==> src/hdl/ramp_gen_pkg.sv <==
// constants for the fmcw ramp generator
package ramp_gen_pkg;
  localparam int HOP_WORD_W = 16;
  localparam int HOP_SHIFT_W = 4;
  localparam int TIMER_W = 12;
  localparam int COUNT_W = 20;
  localparam int DIVIDER_W = 37;
  localparam int NUM_SLOPES = 4;
  localparam int DELAY_W = 12;
  localparam int FREQ_CNT_W = 16;
  localparam logic [1:0] MODE_CONT_SAW = 2'h0;
  localparam logic [1:0] MODE_ONE_SAW = 2'h1;
  localparam logic [1:0] MODE_CONT_TRI = 2'h2;
  localparam logic [1:0] MODE_ONE_BURST = 2'h3;
  localparam logic [1:0] TIMER_MODE_RAMP = 2'h3;
  localparam logic [3:0] DIAG_SEL_RAMP = 4'hF;
  localparam logic [14:0] DIAG_RAMP_DONE = 15'h00C0;
  localparam logic [14:0] DIAG_RAMP_DOWN = 15'h0100;
  localparam logic [5:0] READBACK_FREQ = 6'h1A;
  localparam logic [DIVIDER_W-1:0] DIVIDER_RESET = 37'h0;
  typedef enum logic [2:0] {
    ST_IDLE = 3'b000,
    ST_DELAY = 3'b001,
    ST_SLOPE = 3'b010,
    ST_DONE = 3'b011
  } ramp_state_t;
endpackage

==> src/hdl/hop_timer.sv <==
// two-stage step timer: a then b compare-clock periods per tick
`timescale 1ns/1ps
module hop_timer
  import ramp_gen_pkg::*;
(
  input wire logic i_clk,
  input wire logic i_rst,
  input wire logic i_run,
  input wire logic [TIMER_W-1:0] i_div_a,
  input wire logic [TIMER_W-1:0] i_div_b,
  output logic o_tick
);
  logic [TIMER_W-1:0] cnt_a;
  logic [TIMER_W-1:0] cnt_b;
  logic wrap_a;
  logic wrap_b;

  // zero divider is treated as one
  assign wrap_a = (cnt_a + 12'h001 >= i_div_a);
  assign wrap_b = (cnt_b + 12'h001 >= i_div_b);

  always_ff @(posedge i_clk or posedge i_rst) begin
    if (i_rst) begin
      cnt_a <= '0;
      cnt_b <= '0;
      o_tick <= 1'b0;
    end else if (!i_run) begin
      cnt_a <= '0;
      cnt_b <= '0;
      o_tick <= 1'b0;
    end else begin
      o_tick <= 1'b0;
      if (wrap_a) begin
        cnt_a <= '0;
        if (wrap_b) begin
          cnt_b <= '0;
          o_tick <= 1'b1;
        end else begin
          cnt_b <= cnt_b + 12'h001;
        end
      end else begin
        cnt_a <= cnt_a + 12'h001;
      end
    end
  end
endmodule

==> src/hdl/fmcw_ramp_generator.sv <==
// fmcw ramp sequencer, divider-word stepping, diagnostic out, frequency counter
// Summary of operation
// - hop equals signed word shifted by shift
// - shift field is four-bit power of two
// - step lasts div_a times div_b cycles
// - twenty-bit count sets hops per slope
// - four sections: optional delay then slope
// - writes steer to the selected slope
// - div_a shared; others stored per slope
// - delays only when delay enable set
// - mode 00 saw slopes 0,2; 10 triangle
// - mode 01 single saw; 11 burst/triangle
// - ramp complete marker on diagnostic pin
// - ramp down indication on diagnostic pin
// - external trigger replaces timer when enabled
// - readback 26 outputs frequency counter
`timescale 1ns/1ps
module fmcw_ramp_generator
  import ramp_gen_pkg::*;
(
  input wire logic i_clk,
  input wire logic i_rst,
  input wire logic i_ramp_enable,
  input wire logic [DIVIDER_W-1:0] i_start_divider,
  input wire logic [1:0] i_ramp_mode,
  input wire logic i_one_shot_full_triangle,
  input wire logic i_delay_enable,
  input wire logic [DELAY_W-1:0] i_delay_len,
  input wire logic [TIMER_W-1:0] i_hop_timer_div_a,
  input wire logic i_timer_wr,
  input wire logic [1:0] i_timer_slope_pick,
  input wire logic [TIMER_W-1:0] i_hop_timer_div_b,
  input wire logic [1:0] i_timer_mode,
  input wire logic i_hop_size_wr,
  input wire logic [1:0] i_hop_size_slope_pick,
  input wire logic [HOP_WORD_W-1:0] i_hop_size_word,
  input wire logic [HOP_SHIFT_W-1:0] i_hop_size_shift,
  input wire logic i_ext_step_enable,
  input wire logic i_hop_count_wr,
  input wire logic [1:0] i_hop_count_slope_pick,
  input wire logic [COUNT_W-1:0] i_hop_count,
  input wire logic [3:0] i_diag_select,
  input wire logic [14:0] i_diag_source,
  input wire logic [5:0] i_readback_ctrl,
  input wire logic i_readback_shift,
  input wire logic i_external_hop_trigger,
  output logic [DIVIDER_W-1:0] o_divider_word,
  output logic o_diagnostic_out_pin,
  output logic o_serial_readback_out,
  output logic o_ramp_busy,
  output logic [1:0] o_active_slope
);
  logic [TIMER_W-1:0] div_b_mem [NUM_SLOPES];
  logic [HOP_WORD_W-1:0] word_mem [NUM_SLOPES];
  logic [HOP_SHIFT_W-1:0] shift_mem [NUM_SLOPES];
  logic [COUNT_W-1:0] count_mem [NUM_SLOPES];
  logic trig_s1;
  logic trig_s2;
  logic trig_s3;
  logic ext_pulse;
  ramp_state_t state;
  ramp_state_t next_state;
  logic [1:0] slope;
  logic [1:0] next_slope;
  logic [COUNT_W-1:0] hops_left;
  logic [DELAY_W-1:0] delay_cnt;
  logic timer_tick;
  logic step;
  logic slope_end;
  logic last_slope;
  logic [DIVIDER_W-1:0] scaled_hop;
  logic ramp_done;
  logic [FREQ_CNT_W-1:0] freq_cnt;
  logic [FREQ_CNT_W-1:0] shadow;

  // per-slope storage, steered by the pick fields
  always_ff @(posedge i_clk or posedge i_rst) begin
    if (i_rst) begin
      for (int i = 0; i < NUM_SLOPES; i++) begin
        div_b_mem[i] <= 12'h001;
        word_mem[i] <= '0;
        shift_mem[i] <= '0;
        count_mem[i] <= '0;
      end
    end else begin
      if (i_timer_wr) div_b_mem[i_timer_slope_pick] <= i_hop_timer_div_b;
      if (i_hop_size_wr) begin
        word_mem[i_hop_size_slope_pick] <= i_hop_size_word;
        shift_mem[i_hop_size_slope_pick] <= i_hop_size_shift;
      end
      if (i_hop_count_wr) count_mem[i_hop_count_slope_pick] <= i_hop_count;
    end
  end

  // external trigger is asynchronous: two stages, then edge detect
  always_ff @(posedge i_clk or posedge i_rst) begin
    if (i_rst) begin
      trig_s1 <= 1'b0;
      trig_s2 <= 1'b0;
      trig_s3 <= 1'b0;
    end else begin
      trig_s1 <= i_external_hop_trigger;
      trig_s2 <= trig_s1;
      trig_s3 <= trig_s2;
    end
  end
  assign ext_pulse = trig_s2 & ~trig_s3;

  hop_timer u_hop_timer (
    .i_clk(i_clk),
    .i_rst(i_rst),
    .i_run((state == ST_SLOPE) && !i_ext_step_enable && (i_timer_mode == TIMER_MODE_RAMP)),
    .i_div_a(i_hop_timer_div_a),
    .i_div_b(div_b_mem[slope]),
    .o_tick(timer_tick)
  );

  assign step = (state == ST_SLOPE) && (i_ext_step_enable ? ext_pulse : timer_tick);
  assign slope_end = step && (hops_left <= 20'h00001);
  // sign-extend, then shift left by the power-of-two exponent
  assign scaled_hop = DIVIDER_W'({{(DIVIDER_W-HOP_WORD_W){word_mem[slope][HOP_WORD_W-1]}}, word_mem[slope]}
                      << shift_mem[slope]);

  always_comb begin
    last_slope = 1'b0;
    next_slope = slope + 2'h1;
    case (i_ramp_mode)
      MODE_CONT_SAW: next_slope = (slope == 2'h0) ? 2'h2 : 2'h0;
      MODE_CONT_TRI: next_slope = slope + 2'h1;
      MODE_ONE_SAW: last_slope = 1'b1;
      default: last_slope = !i_one_shot_full_triangle || (slope == 2'h1);
    endcase
  end

  always_comb begin
    next_state = state;
    case (state)
      ST_IDLE: if (i_ramp_enable) next_state = i_delay_enable ? ST_DELAY : ST_SLOPE;
      ST_DELAY: if (delay_cnt == '0) next_state = ST_SLOPE;
      ST_SLOPE: if (slope_end) next_state = last_slope ? ST_DONE : (i_delay_enable ? ST_DELAY : ST_SLOPE);
      ST_DONE: next_state = ST_DONE;
      default: next_state = ST_IDLE;
    endcase
    if (!i_ramp_enable) next_state = ST_IDLE;
  end

  // section sequencing: delay then slope, four sections
  always_ff @(posedge i_clk or posedge i_rst) begin
    if (i_rst) begin
      state <= ST_IDLE;
      slope <= 2'h0;
      hops_left <= '0;
      delay_cnt <= '0;
    end else begin
      state <= next_state;
      if (state == ST_IDLE) begin
        slope <= 2'h0;
        hops_left <= count_mem[0];
        delay_cnt <= i_delay_len;
      end else if (state == ST_DELAY) begin
        if (delay_cnt != '0) delay_cnt <= delay_cnt - 12'h001;
      end else if (state == ST_SLOPE && slope_end && !last_slope) begin
        slope <= next_slope;
        hops_left <= count_mem[next_slope];
        delay_cnt <= i_delay_len;
      end else if (step) begin
        hops_left <= hops_left - 20'h00001;
      end
    end
  end

  // divider word accumulates signed hops
  always_ff @(posedge i_clk or posedge i_rst) begin
    if (i_rst) begin
      o_divider_word <= DIVIDER_RESET;
    end else if (state == ST_IDLE) begin
      o_divider_word <= i_start_divider;
    end else if (step) begin
      o_divider_word <= o_divider_word + scaled_hop;
    end
  end

  assign ramp_done = (state == ST_SLOPE) && slope_end && last_slope;

  always_ff @(posedge i_clk or posedge i_rst) begin
    if (i_rst) begin
      o_diagnostic_out_pin <= 1'b0;
      o_ramp_busy <= 1'b0;
      o_active_slope <= 2'h0;
    end else begin
      o_ramp_busy <= (next_state == ST_DELAY) || (next_state == ST_SLOPE);
      o_active_slope <= slope;
      if (i_diag_select == DIAG_SEL_RAMP && i_diag_source == DIAG_RAMP_DONE)
        o_diagnostic_out_pin <= ramp_done;
      else if (i_diag_select == DIAG_SEL_RAMP && i_diag_source == DIAG_RAMP_DOWN)
        o_diagnostic_out_pin <= (state == ST_SLOPE) && slope[0];
      else
        o_diagnostic_out_pin <= 1'b0;
    end
  end

  // free-running wrapping counter; the host handles wrap on differences
  always_ff @(posedge i_clk or posedge i_rst) begin
    if (i_rst) begin
      freq_cnt <= '0;
      shadow <= '0;
      o_serial_readback_out <= 1'b0;
    end else begin
      freq_cnt <= freq_cnt + 16'h0001;
      if (i_readback_ctrl != READBACK_FREQ) begin
        shadow <= freq_cnt;
        o_serial_readback_out <= 1'b0;
      end else if (i_readback_shift) begin
        o_serial_readback_out <= shadow[FREQ_CNT_W-1];
        shadow <= {shadow[FREQ_CNT_W-2:0], 1'b0};
      end
    end
  end
endmodule

==> config.mk <==
export PLATFORM = sky130hd
export DESIGN_NAME = fmcw_ramp_generator
export DESIGN_NICKNAME = d
export VERILOG_FILES = /design/src/hdl/ramp_gen_pkg.sv /design/src/hdl/hop_timer.sv /design/src/hdl/fmcw_ramp_generator.sv
export SDC_FILE = /design/constraint.sdc
export NUM_CORES = 1
export LEC_CHECK = 0
export BUFFER_PORTS_ARGS = -buffer_cell sky130_fd_sc_hd__buf_2
export CORE_MARGIN = 8
export CORE_UTILIZATION = 45
export DETAILED_ROUTE_END_ITERATION = 8
export PLACE_DENSITY = 0.66
export SETUP_SLACK_MARGIN = 0.5
export SKIP_LAST_GASP = 1
export SLEW_MARGIN = 30
export SYNTH_ARGS = -nofsm -noshare
export SYNTH_HDL_FRONTEND = slang
export SYNTH_HIERARCHICAL = 1
export SYNTH_SLANG_ARGS = --single-unit
==> constraint.sdc <==
create_clock -name i_clk -period 9.35 [get_ports i_clk]
set_input_delay 0.935 -clock i_clk [delete_from_list [all_inputs] [get_ports i_clk]]
set_output_delay 0.935 -clock i_clk [all_outputs]
set_load 0.1 [all_outputs]
==> key figures, run 1 <==
Global route
  – Vias in the first global route: 14367
  – Initial antenna violation count: 6
  – Met1 global-route usage: 24.2%
  – Largest net degree at the start of global routing: 159
  – First-pass GRT wire length: 75.8 mm
  – Grt total ovfl: 0
  – Met2 usage: 31.0%
  – Global Route met3 Usage: 3.80%
  – Total GRT Usage: 18.5%
  – Top Usage Layer GRT: met2

Timing
  – Unrepaired setup endpoints after global routing: no
  – Tightest Pin Transition: 0.821 ns
  – Final hold vios: 0
  – Worst setup margin: 4.01 ns
  – Worst Skew: 0.0178 ns
  – TNS Setup: 0 ns
  – Fin. max-slew vios: 0
  – Fmax: 187 MHz
  – Relative slew margins: 44.9%
  – Part of the cycle the worst path needs: 57.1%
  – Min cycle time layout: 5.34 ns
  – Final setup violation count: 0
  – Hold Slack: 0.381 ns

Cells and area
  – Area Growth Syn to Fin: 15.2%
  – Total Nets Final: 2109
  – N_diodes: 0
  – Most frequent cells in the layout: 341 x dfrtp_1, 212 x mux2_2, 200 x buf_2, 137 x nand2_1, 104 x a21oi_1
  – Commonest non-fill, non-tap cell in the layout: dfrtp_1
  – Share of layout cells above drive strength 1: 30.7%

Logic synthesis
  – Synth Instances: 1708
  – Synth warnings: 6
  – Compound-Gate Fraction of Synth Area: 11.4%
  – Main synth FF type: dfrtp_1
  – Post-synth ARST share: 100%
  – Post-synthesis sequential area ratio: 45.5%
  – Synth cell types: 77
  – XOR/XNOR share of the synthesized area: 3.40%
  – Simple-gate share of the synthesized area: 10.0%
  – Syn Area/Cell: 11.2 sq um
  – Adder-cell area share of the yosys netlist: 4.57%
  – Syn Nets: 1936
  – Multiplexer share of the synthesized area: 22.0%
  – Post-Syn Area: 19100 sq um
  – FF+latch count, synth: 347
  – Largest family of logic cells by synthesized area: multiplexers
  – Post-synth EDFFs: 0

CTS
  – Post-cts resize count: 0
  – Postcts setup bufs: 0
  – Clk pin slew, worst setup/hold paths: 0.06 ns
  – CTS Sinks: 347
  – Clock latency on the worst-skew pair: 0.55 ns
  – Total CTS buffers: 39
  – Root buffer cell: clkbuf_16
  – CTS tree: done
  – Max Root-Sink Buffers: 3
  – Htree depth: 2
  – # hold bufs at CTS: 0

Routing
  – Mean routed wirelength per cell: 18.7 um
  – Total wire length: 45.9 mm
  – DR pass1 iterations: 5
  – Drc violations: 0
  – Final ANT Viol Nets: 0
  – Vias: 13937
  – Via density: 5.70
  – DR iter-0 viols: 722

Pwr
  – Sequential share of power: 37.8%
  – Switching share of total power: 32.8%
  – Power Internal: 3320 uW
  – Leak: 0.00981 uW
  – Worst vdd ir: 0.145 mV
  – Total power draw: 4940 uW
  – Combinational share of power: 30.0%
  – Clock network power share: 32.2%
  – PwrDens: 225 nW/um^2
  – Sw Pwr: 1620 uW

Critical path
  – WS Path Type: register to register
  – CP max FO: 33
  – Worst setup EP type: register
  – Worst Setup Start Kind: register
  – Critical path arrival: 5.80 ns
  – Crit path required time: 9.81 ns

Placed design
  – Hpwl dp: 32.5 mm
  – Routability cong.: 0.875
  – Setup Slack @ Placement: 4.03 ns
  – Port-buffer cells: 200

Floorplan
  – Area of the die: 49200 sq um
  – DIE WIDTH: 222 um
  – Floorplan row count: 75
  – Starting Density: 45.6%
  – I/O pins: 201
  – Core Area: 41900 sq um
  – Die Ht: 222 um

Outcome
  – Outcome: finished, final reports clean

Min path
  – Worst Hold Class: register to register

Job
  – Max-cap viol count: 0
## routing by layer
layer / up-vias / wire [um]
met2: 281 / 22300
met5: - / 66
li1: 6611 / -
met3: 68 / 2120
met1: 6967 / 20400
met4: 10 / 1010
## stage by stage
| step | cells | cell area, sq um | util, % |
|---|---|---|---|
| floorplan | 1708 | 19100 | - |
| global placement | 2377 | 20600 | 49.2 |
| detailed placement | 2377 | 20600 | 49.2 |
| CTS | 2445 | 21900 | 52.4 |
| global route | 2447 | 22000 | 52.5 |
| finish | 2447 | 22000 | 52.5 |
## critical path: stages (launching register included)
cell and delay, ns:
dfrtp_2 0.41, buf_4 0.54, mux4_2 0.85, mux2_2 0.37
o21ai_0 0.21, o21ai_0 0.15, nor2_1 0.14, a21oi_1 0.08
ha_1 0.40, and4_1 0.24, and4_1 0.24, a211o_1 0.31
o21ai_1 0.27, a21boi_1 0.16, o31ai_1 0.25, mux2_2 0.37
a311oi_1 0.23
## power by group through the flow
stage          Combinational [uW]  Sequential (uW)  Clock, uW
3_3_place_gp                 1450             1880          0
4_1_cts                      1480             1870       1640
3_5_place_dp                 1480             1890          0
6_report                     1480             1870       1590
2_1_floorplan                1020             2010          0
5_1_grt                      1640             1900       1700
## worst paths after layout
check                           depth (start not counted)              endpoint  startpoint  slack [ns]
max in group asynchronous                               5          freq_cnt[14]       i_rst        7.27
worst max-delay path                                   16    o_divider_word[33]    slope[0]        4.01
worst min-delay path                                    0               trig_s3     trig_s2        0.38
worst min register to register                          0               trig_s3     trig_s2        0.38
worst max register to register                         16    o_divider_word[33]    slope[0]        4.01
min in group asynchronous                               3  o_diagnostic_out_pin       i_rst        0.44
## Yosys cell counts (6+ instances only)
cell type	number	share of area, %
inv_1	57	1.1
nand3b_1	9	0.35
o21ai_0	81	2.1
and2_1	17	0.56
o31ai_1	10	0.39
a22oi_1	16	0.63
buf_2	15	0.39
a21o_1	16	0.63
a211oi_1	6	0.24
nand3_1	29	0.76
a31oi_1	17	0.56
nor3_1	20	0.52
or3_1	9	0.30
mux4_2	52	6.1
o22ai_1	30	0.98
clkbuf_1	62	1.2
buf_1	10	0.20
and4_1	6	0.28
nand2b_1	13	0.43
and3_1	23	0.75
xnor2_1	44	2.0
nor4_1	8	0.26
ha_1	68	4.5
nand2_1	138	2.7
xor2_1	30	1.4
a21oi_1	104	2.7
mux2_2	212	13
nor2_1	76	1.5
o211ai_1	8	0.31
o21ai_1	29	0.76
nand4_1	10	0.33
mux2i_1	62	3.3
dfrtp_1	343	45
## area by class of cell
class,instances,area [sq um]
inverters,57,218
repair buffers,223,1220
well taps,539,674
flip-flops and latches,347,8690
fillers,3690,19900
clock inverters,17,231
multi-input cells,1213,9840
clock buffers,51,1100
## flip-flops by register name, indices dropped and copies added (netlist names), 2 cells and up
signal	flops
count_mem	80
word_mem	64
div_b_mem	48
o_divider_word	37
hops_left	20
freq_cnt	16
shadow	16
shift_mem	16
delay_cnt	12
u_hop_timer/cnt_a	12
u_hop_timer/cnt_b	12
state	3
o_active_slope	2
slope	2
## cell families (layout without fill, tap and decap cells)
kind of cell,Yosys count,in the layout
adder cells (fa/ha/maj),69,69
AO/OA/AOI/OAI,358,358
other,1,1
buffers and inverters,148,348
XOR/XNOR,74,74
flip-flops,347,347
AND/OR/NAND/NOR,384,384
multiplexers,327,327
No activity file was read; power rests on OpenSTA's default activity.
==> run 2, diff against run 1 <==
--- a/config.mk
+++ b/config.mk
@@ -9,7 +9,6 @@
 export CORE_MARGIN = 8
 export CORE_UTILIZATION = 45
 export DETAILED_ROUTE_END_ITERATION = 8
-export PLACE_DENSITY = 0.66
 export SETUP_SLACK_MARGIN = 0.5
 export SKIP_LAST_GASP = 1
 export SLEW_MARGIN = 30
==> constraint.sdc (replaced) <==
create_clock -name i_clk -period 5.2 [get_ports i_clk]
set_input_delay 0.52 -clock i_clk [delete_from_list [all_inputs] [get_ports i_clk]]
set_output_delay 0.52 -clock i_clk [all_outputs]
set_load 0.1 [all_outputs]
==> key figures, run 2 (synthesis gave the netlist of run 1 again) <==
Floorplan
  – Starting Density: 45.6% (unchanged)
  – Area of the die: 49200 sq um (unchanged)
  – I/O pins: 201 (unchanged)
  – Floorplan row count: 75 (unchanged)
  – Core Area: 41900 sq um (unchanged)
  – Die Ht: 222 um (unchanged)
  – DIE WIDTH: 222 um (unchanged)

Routing
  – DR pass1 iterations: 4 (-1)
  – Total wire length: 48.3 mm (+5.2%)
  – Via density: 5.66 (-0.61%)
  – Vias: 14039 (+0.73%)
  – Drc violations: 0 (unchanged)
  – Mean routed wirelength per cell: 19.5 um (+3.8%)
  – DR iter-0 viols: 832 (+15%)
  – Final ANT Viol Nets: 0 (unchanged)

Min path
  – Min-Delay Path Depth: 1 (+1)
  – Worst Hold Class: input port to register
  – Startpoint of the worst hold path: i_external_hop_trigger

CTS
  – CTS tree: done
  – Clock latency on the worst-skew pair: 0.56 ns (about the same)
  – Max Root-Sink Buffers: 3 (unchanged)
  – Root buffer cell: clkbuf_16
  – Htree depth: 2 (unchanged)
  – Clk pin slew, worst setup/hold paths: 0.06 ns (about the same)
  – CTS Sinks: 347 (unchanged)
  – Total CTS buffers: 40 (+2.6%)

Critical path
  – Worst R2R Path Depth: 15 (-1)
  – CP Depth: 15 (-1)
  – Crit path max-delay family: multiplexers
  – Critical Path Most Common Cell: mux2i_1
  – Worst setup EP type: register
  – WP buf/inv: 1 (unchanged)
  – Worst Setup Start Kind: register
  – Critical path arrival: 4.94 ns (-0.86 ns)
  – WS Path Type: register to register
  – Crit path required time: 5.65 ns (-4.16 ns)
  – CP max FO: 12 (-64%)
  – Critical R2R Launch: slope[1]
  – Crit path largest cell delay: 0.58 ns (-0.27 ns)
  – Critical Path Slowest Stage Cell: mux4_2
  – Crit path from: slope[1]
  – Crit path cell chain: buf_12, mux4_2, mux2i_1, mux2i_1, mux2i_1, o22ai_1, ha_1, and4_1, and4_1, a211o_1, o21ai_2, a21boi_1, o31ai_2, mux2_2, a311oi_1

Timing
  – Final setup violation count: 0 (unchanged)
  – Fmax: 223 MHz (+19%)
  – Part of the cycle the worst path needs: 86.4% (+29 points)
  – Worst setup margin: 0.710 ns (-3.30 ns)
  – Worst Skew: 0.0116 ns (-0.00615 ns)
  – Unrepaired setup endpoints after global routing: no
  – Final hold vios: 0 (unchanged)
  – Min cycle time layout: 4.49 ns (-0.852 ns)
  – TNS Setup: 0 ns (unchanged)
  – Tightest Pin Transition: 0.874 ns (+0.0534 ns)
  – Relative slew margins: 41.3% (-3.6 points)
  – Fin. max-slew vios: 0 (unchanged)

Global route
  – Grt total ovfl: 0 (unchanged)
  – Total GRT Usage: 19.4% (+0.83 points)
  – Largest net degree at the start of global routing: 120 (-25%)
  – Initial antenna violation count: 13 (+7)
  – First-pass GRT wire length: 78.4 mm (+3.3%)
  – Vias in the first global route: 14404 (+0.26%)

Cells and area
  – Register area: 8700 sq um (about the same)
  – Footprint of the multi-input gates: 9940 sq um (+1.0%)
  – Commonest non-fill, non-tap cell in the layout: dfrtp_1
  – Filler cells: 3687 (-0.081%)
  – Total Nets Final: 2132 (+1.1%)
  – Max reg flops: 80 (unchanged)
  – Share of layout cells above drive strength 1: 31.5% (+0.88 points)
  – Area Growth Syn to Fin: 16.5%
  – Top Registers: count_mem (80), word_mem (64), div_b_mem (48)
  – Most frequent cells in the layout: 341 x dfrtp_1, 212 x mux2_2, 200 x buf_2, 137 x nand2_1, 100 x a21oi_1
  – Top reg by flops: count_mem

Pwr
  – Power Internal: 5930 uW (+79%)
  – Combinational share of power: 30.9% (+0.9 points)
  – Clock network power share: 31.2% (-1.0 points)
  – PwrDens: 401 nW/um^2 (+78%)
  – Worst vdd ir: 0.240 mV (+66%)
  – Switching share of total power: 33.5% (+0.69 points)
  – Leak: 0.00990 uW (+0.84%)
  – Sw Pwr: 2990 uW (+84%)
  – Sequential share of power: 37.9% (about the same)

Placed design
  – Port-buffer cells: 200 (unchanged)
  – Routability cong.: 0.880 (+0.61%)
  – Setup Slack @ Placement: 0.407 ns (-3.62 ns)
  – Hpwl dp: 33.6 mm (+3.1%)

Outcome
  – Outcome: finished, final reports clean

Job
  – Max-cap viol count: 0 (unchanged)
==> run 2: cell count changes in the layout (fill, tap and decap cells not counted), moves of 4 or more <==
cell | before | now
mux2i_1 | 61 | 57
clkbuf_1 | 5 | 13
diode_2 | 0 | 7
buf_4 | 18 | 35
a21oi_1 | 104 | 100
a21oi_2 | 0 | 4
mux2i_2 | 0 | 4
==> run 2: worst paths after layout <==
path | slack (ns) | to
max in group asynchronous | 3.58 | o_divider_word[27]
setup reg to reg | 0.71 | o_divider_word[33]
hold / removal | 0.07 | trig_s1
hold reg to reg | 0.36 | trig_s2
min in group asynchronous | 0.56 | count_mem[27]
setup / recovery | 0.71 | o_divider_word[33]
==> run 2: per-layer routing <==
metal,share of wire [%],track usage (%),up-vias
li1,-,-,6666
met1,46,26.2,6972
met2,46,30.6,303
met3,5.2,4.38,86
met4,2.6,6.29,12
met5,0.15,0,-
==> run 2: timing repair <==
action | in CTS | in global routing
buffers inserted | 0 | 13
setup endpoints to repair | 3 | 8
pin swaps | 0 | 2
endpoints found under the hold margin | 18 | 0
gates resized for setup | 3 | 16
cloned | 1 | 2
hold buffers | 1 | 0
==> run 2: stage by stage <==
stage	utilization, %	cells	hold WS [ns]	instance area (sq um)	total power [uW]
after floorplan	-	1708	0.331	19100	5440
after global placement	49.3	2383	0.336	20700	6020
after detailed placement	49.3	2383	0.345	20700	6080
after CTS	52.5	2457	0.0307	22000	8930
after global routing	53.1	2476	0.0503	22200	9430
final	53.1	2480	0.0741	22200	8920
==> run 2: cell type report <==
cell class / count / area share [%]
diodes: 7 / 0.0788
clock buffers: 58 / 5.03
clock inverters: 14 / 0.800
inverters: 57 / 0.980
multi-input cells: 1216 / 44.8
flip-flops and latches: 347 / 39.1
well taps: 539 / 3.04
repair buffers: 242 / 6.17
==> run 2: power by group through the flow <==
| stage | logic, uW | registers, uW | clock network, uW |
|---|---|---|---|
| finish | 2750 | 3380 | 2780 |
| global route | 3020 | 3430 | 2970 |
| CTS | 2690 | 3370 | 2880 |
| detailed placement | 2670 | 3410 | 0 |
| global placement | 2630 | 3400 | 0 |
| floorplan | 1830 | 3610 | 0 |
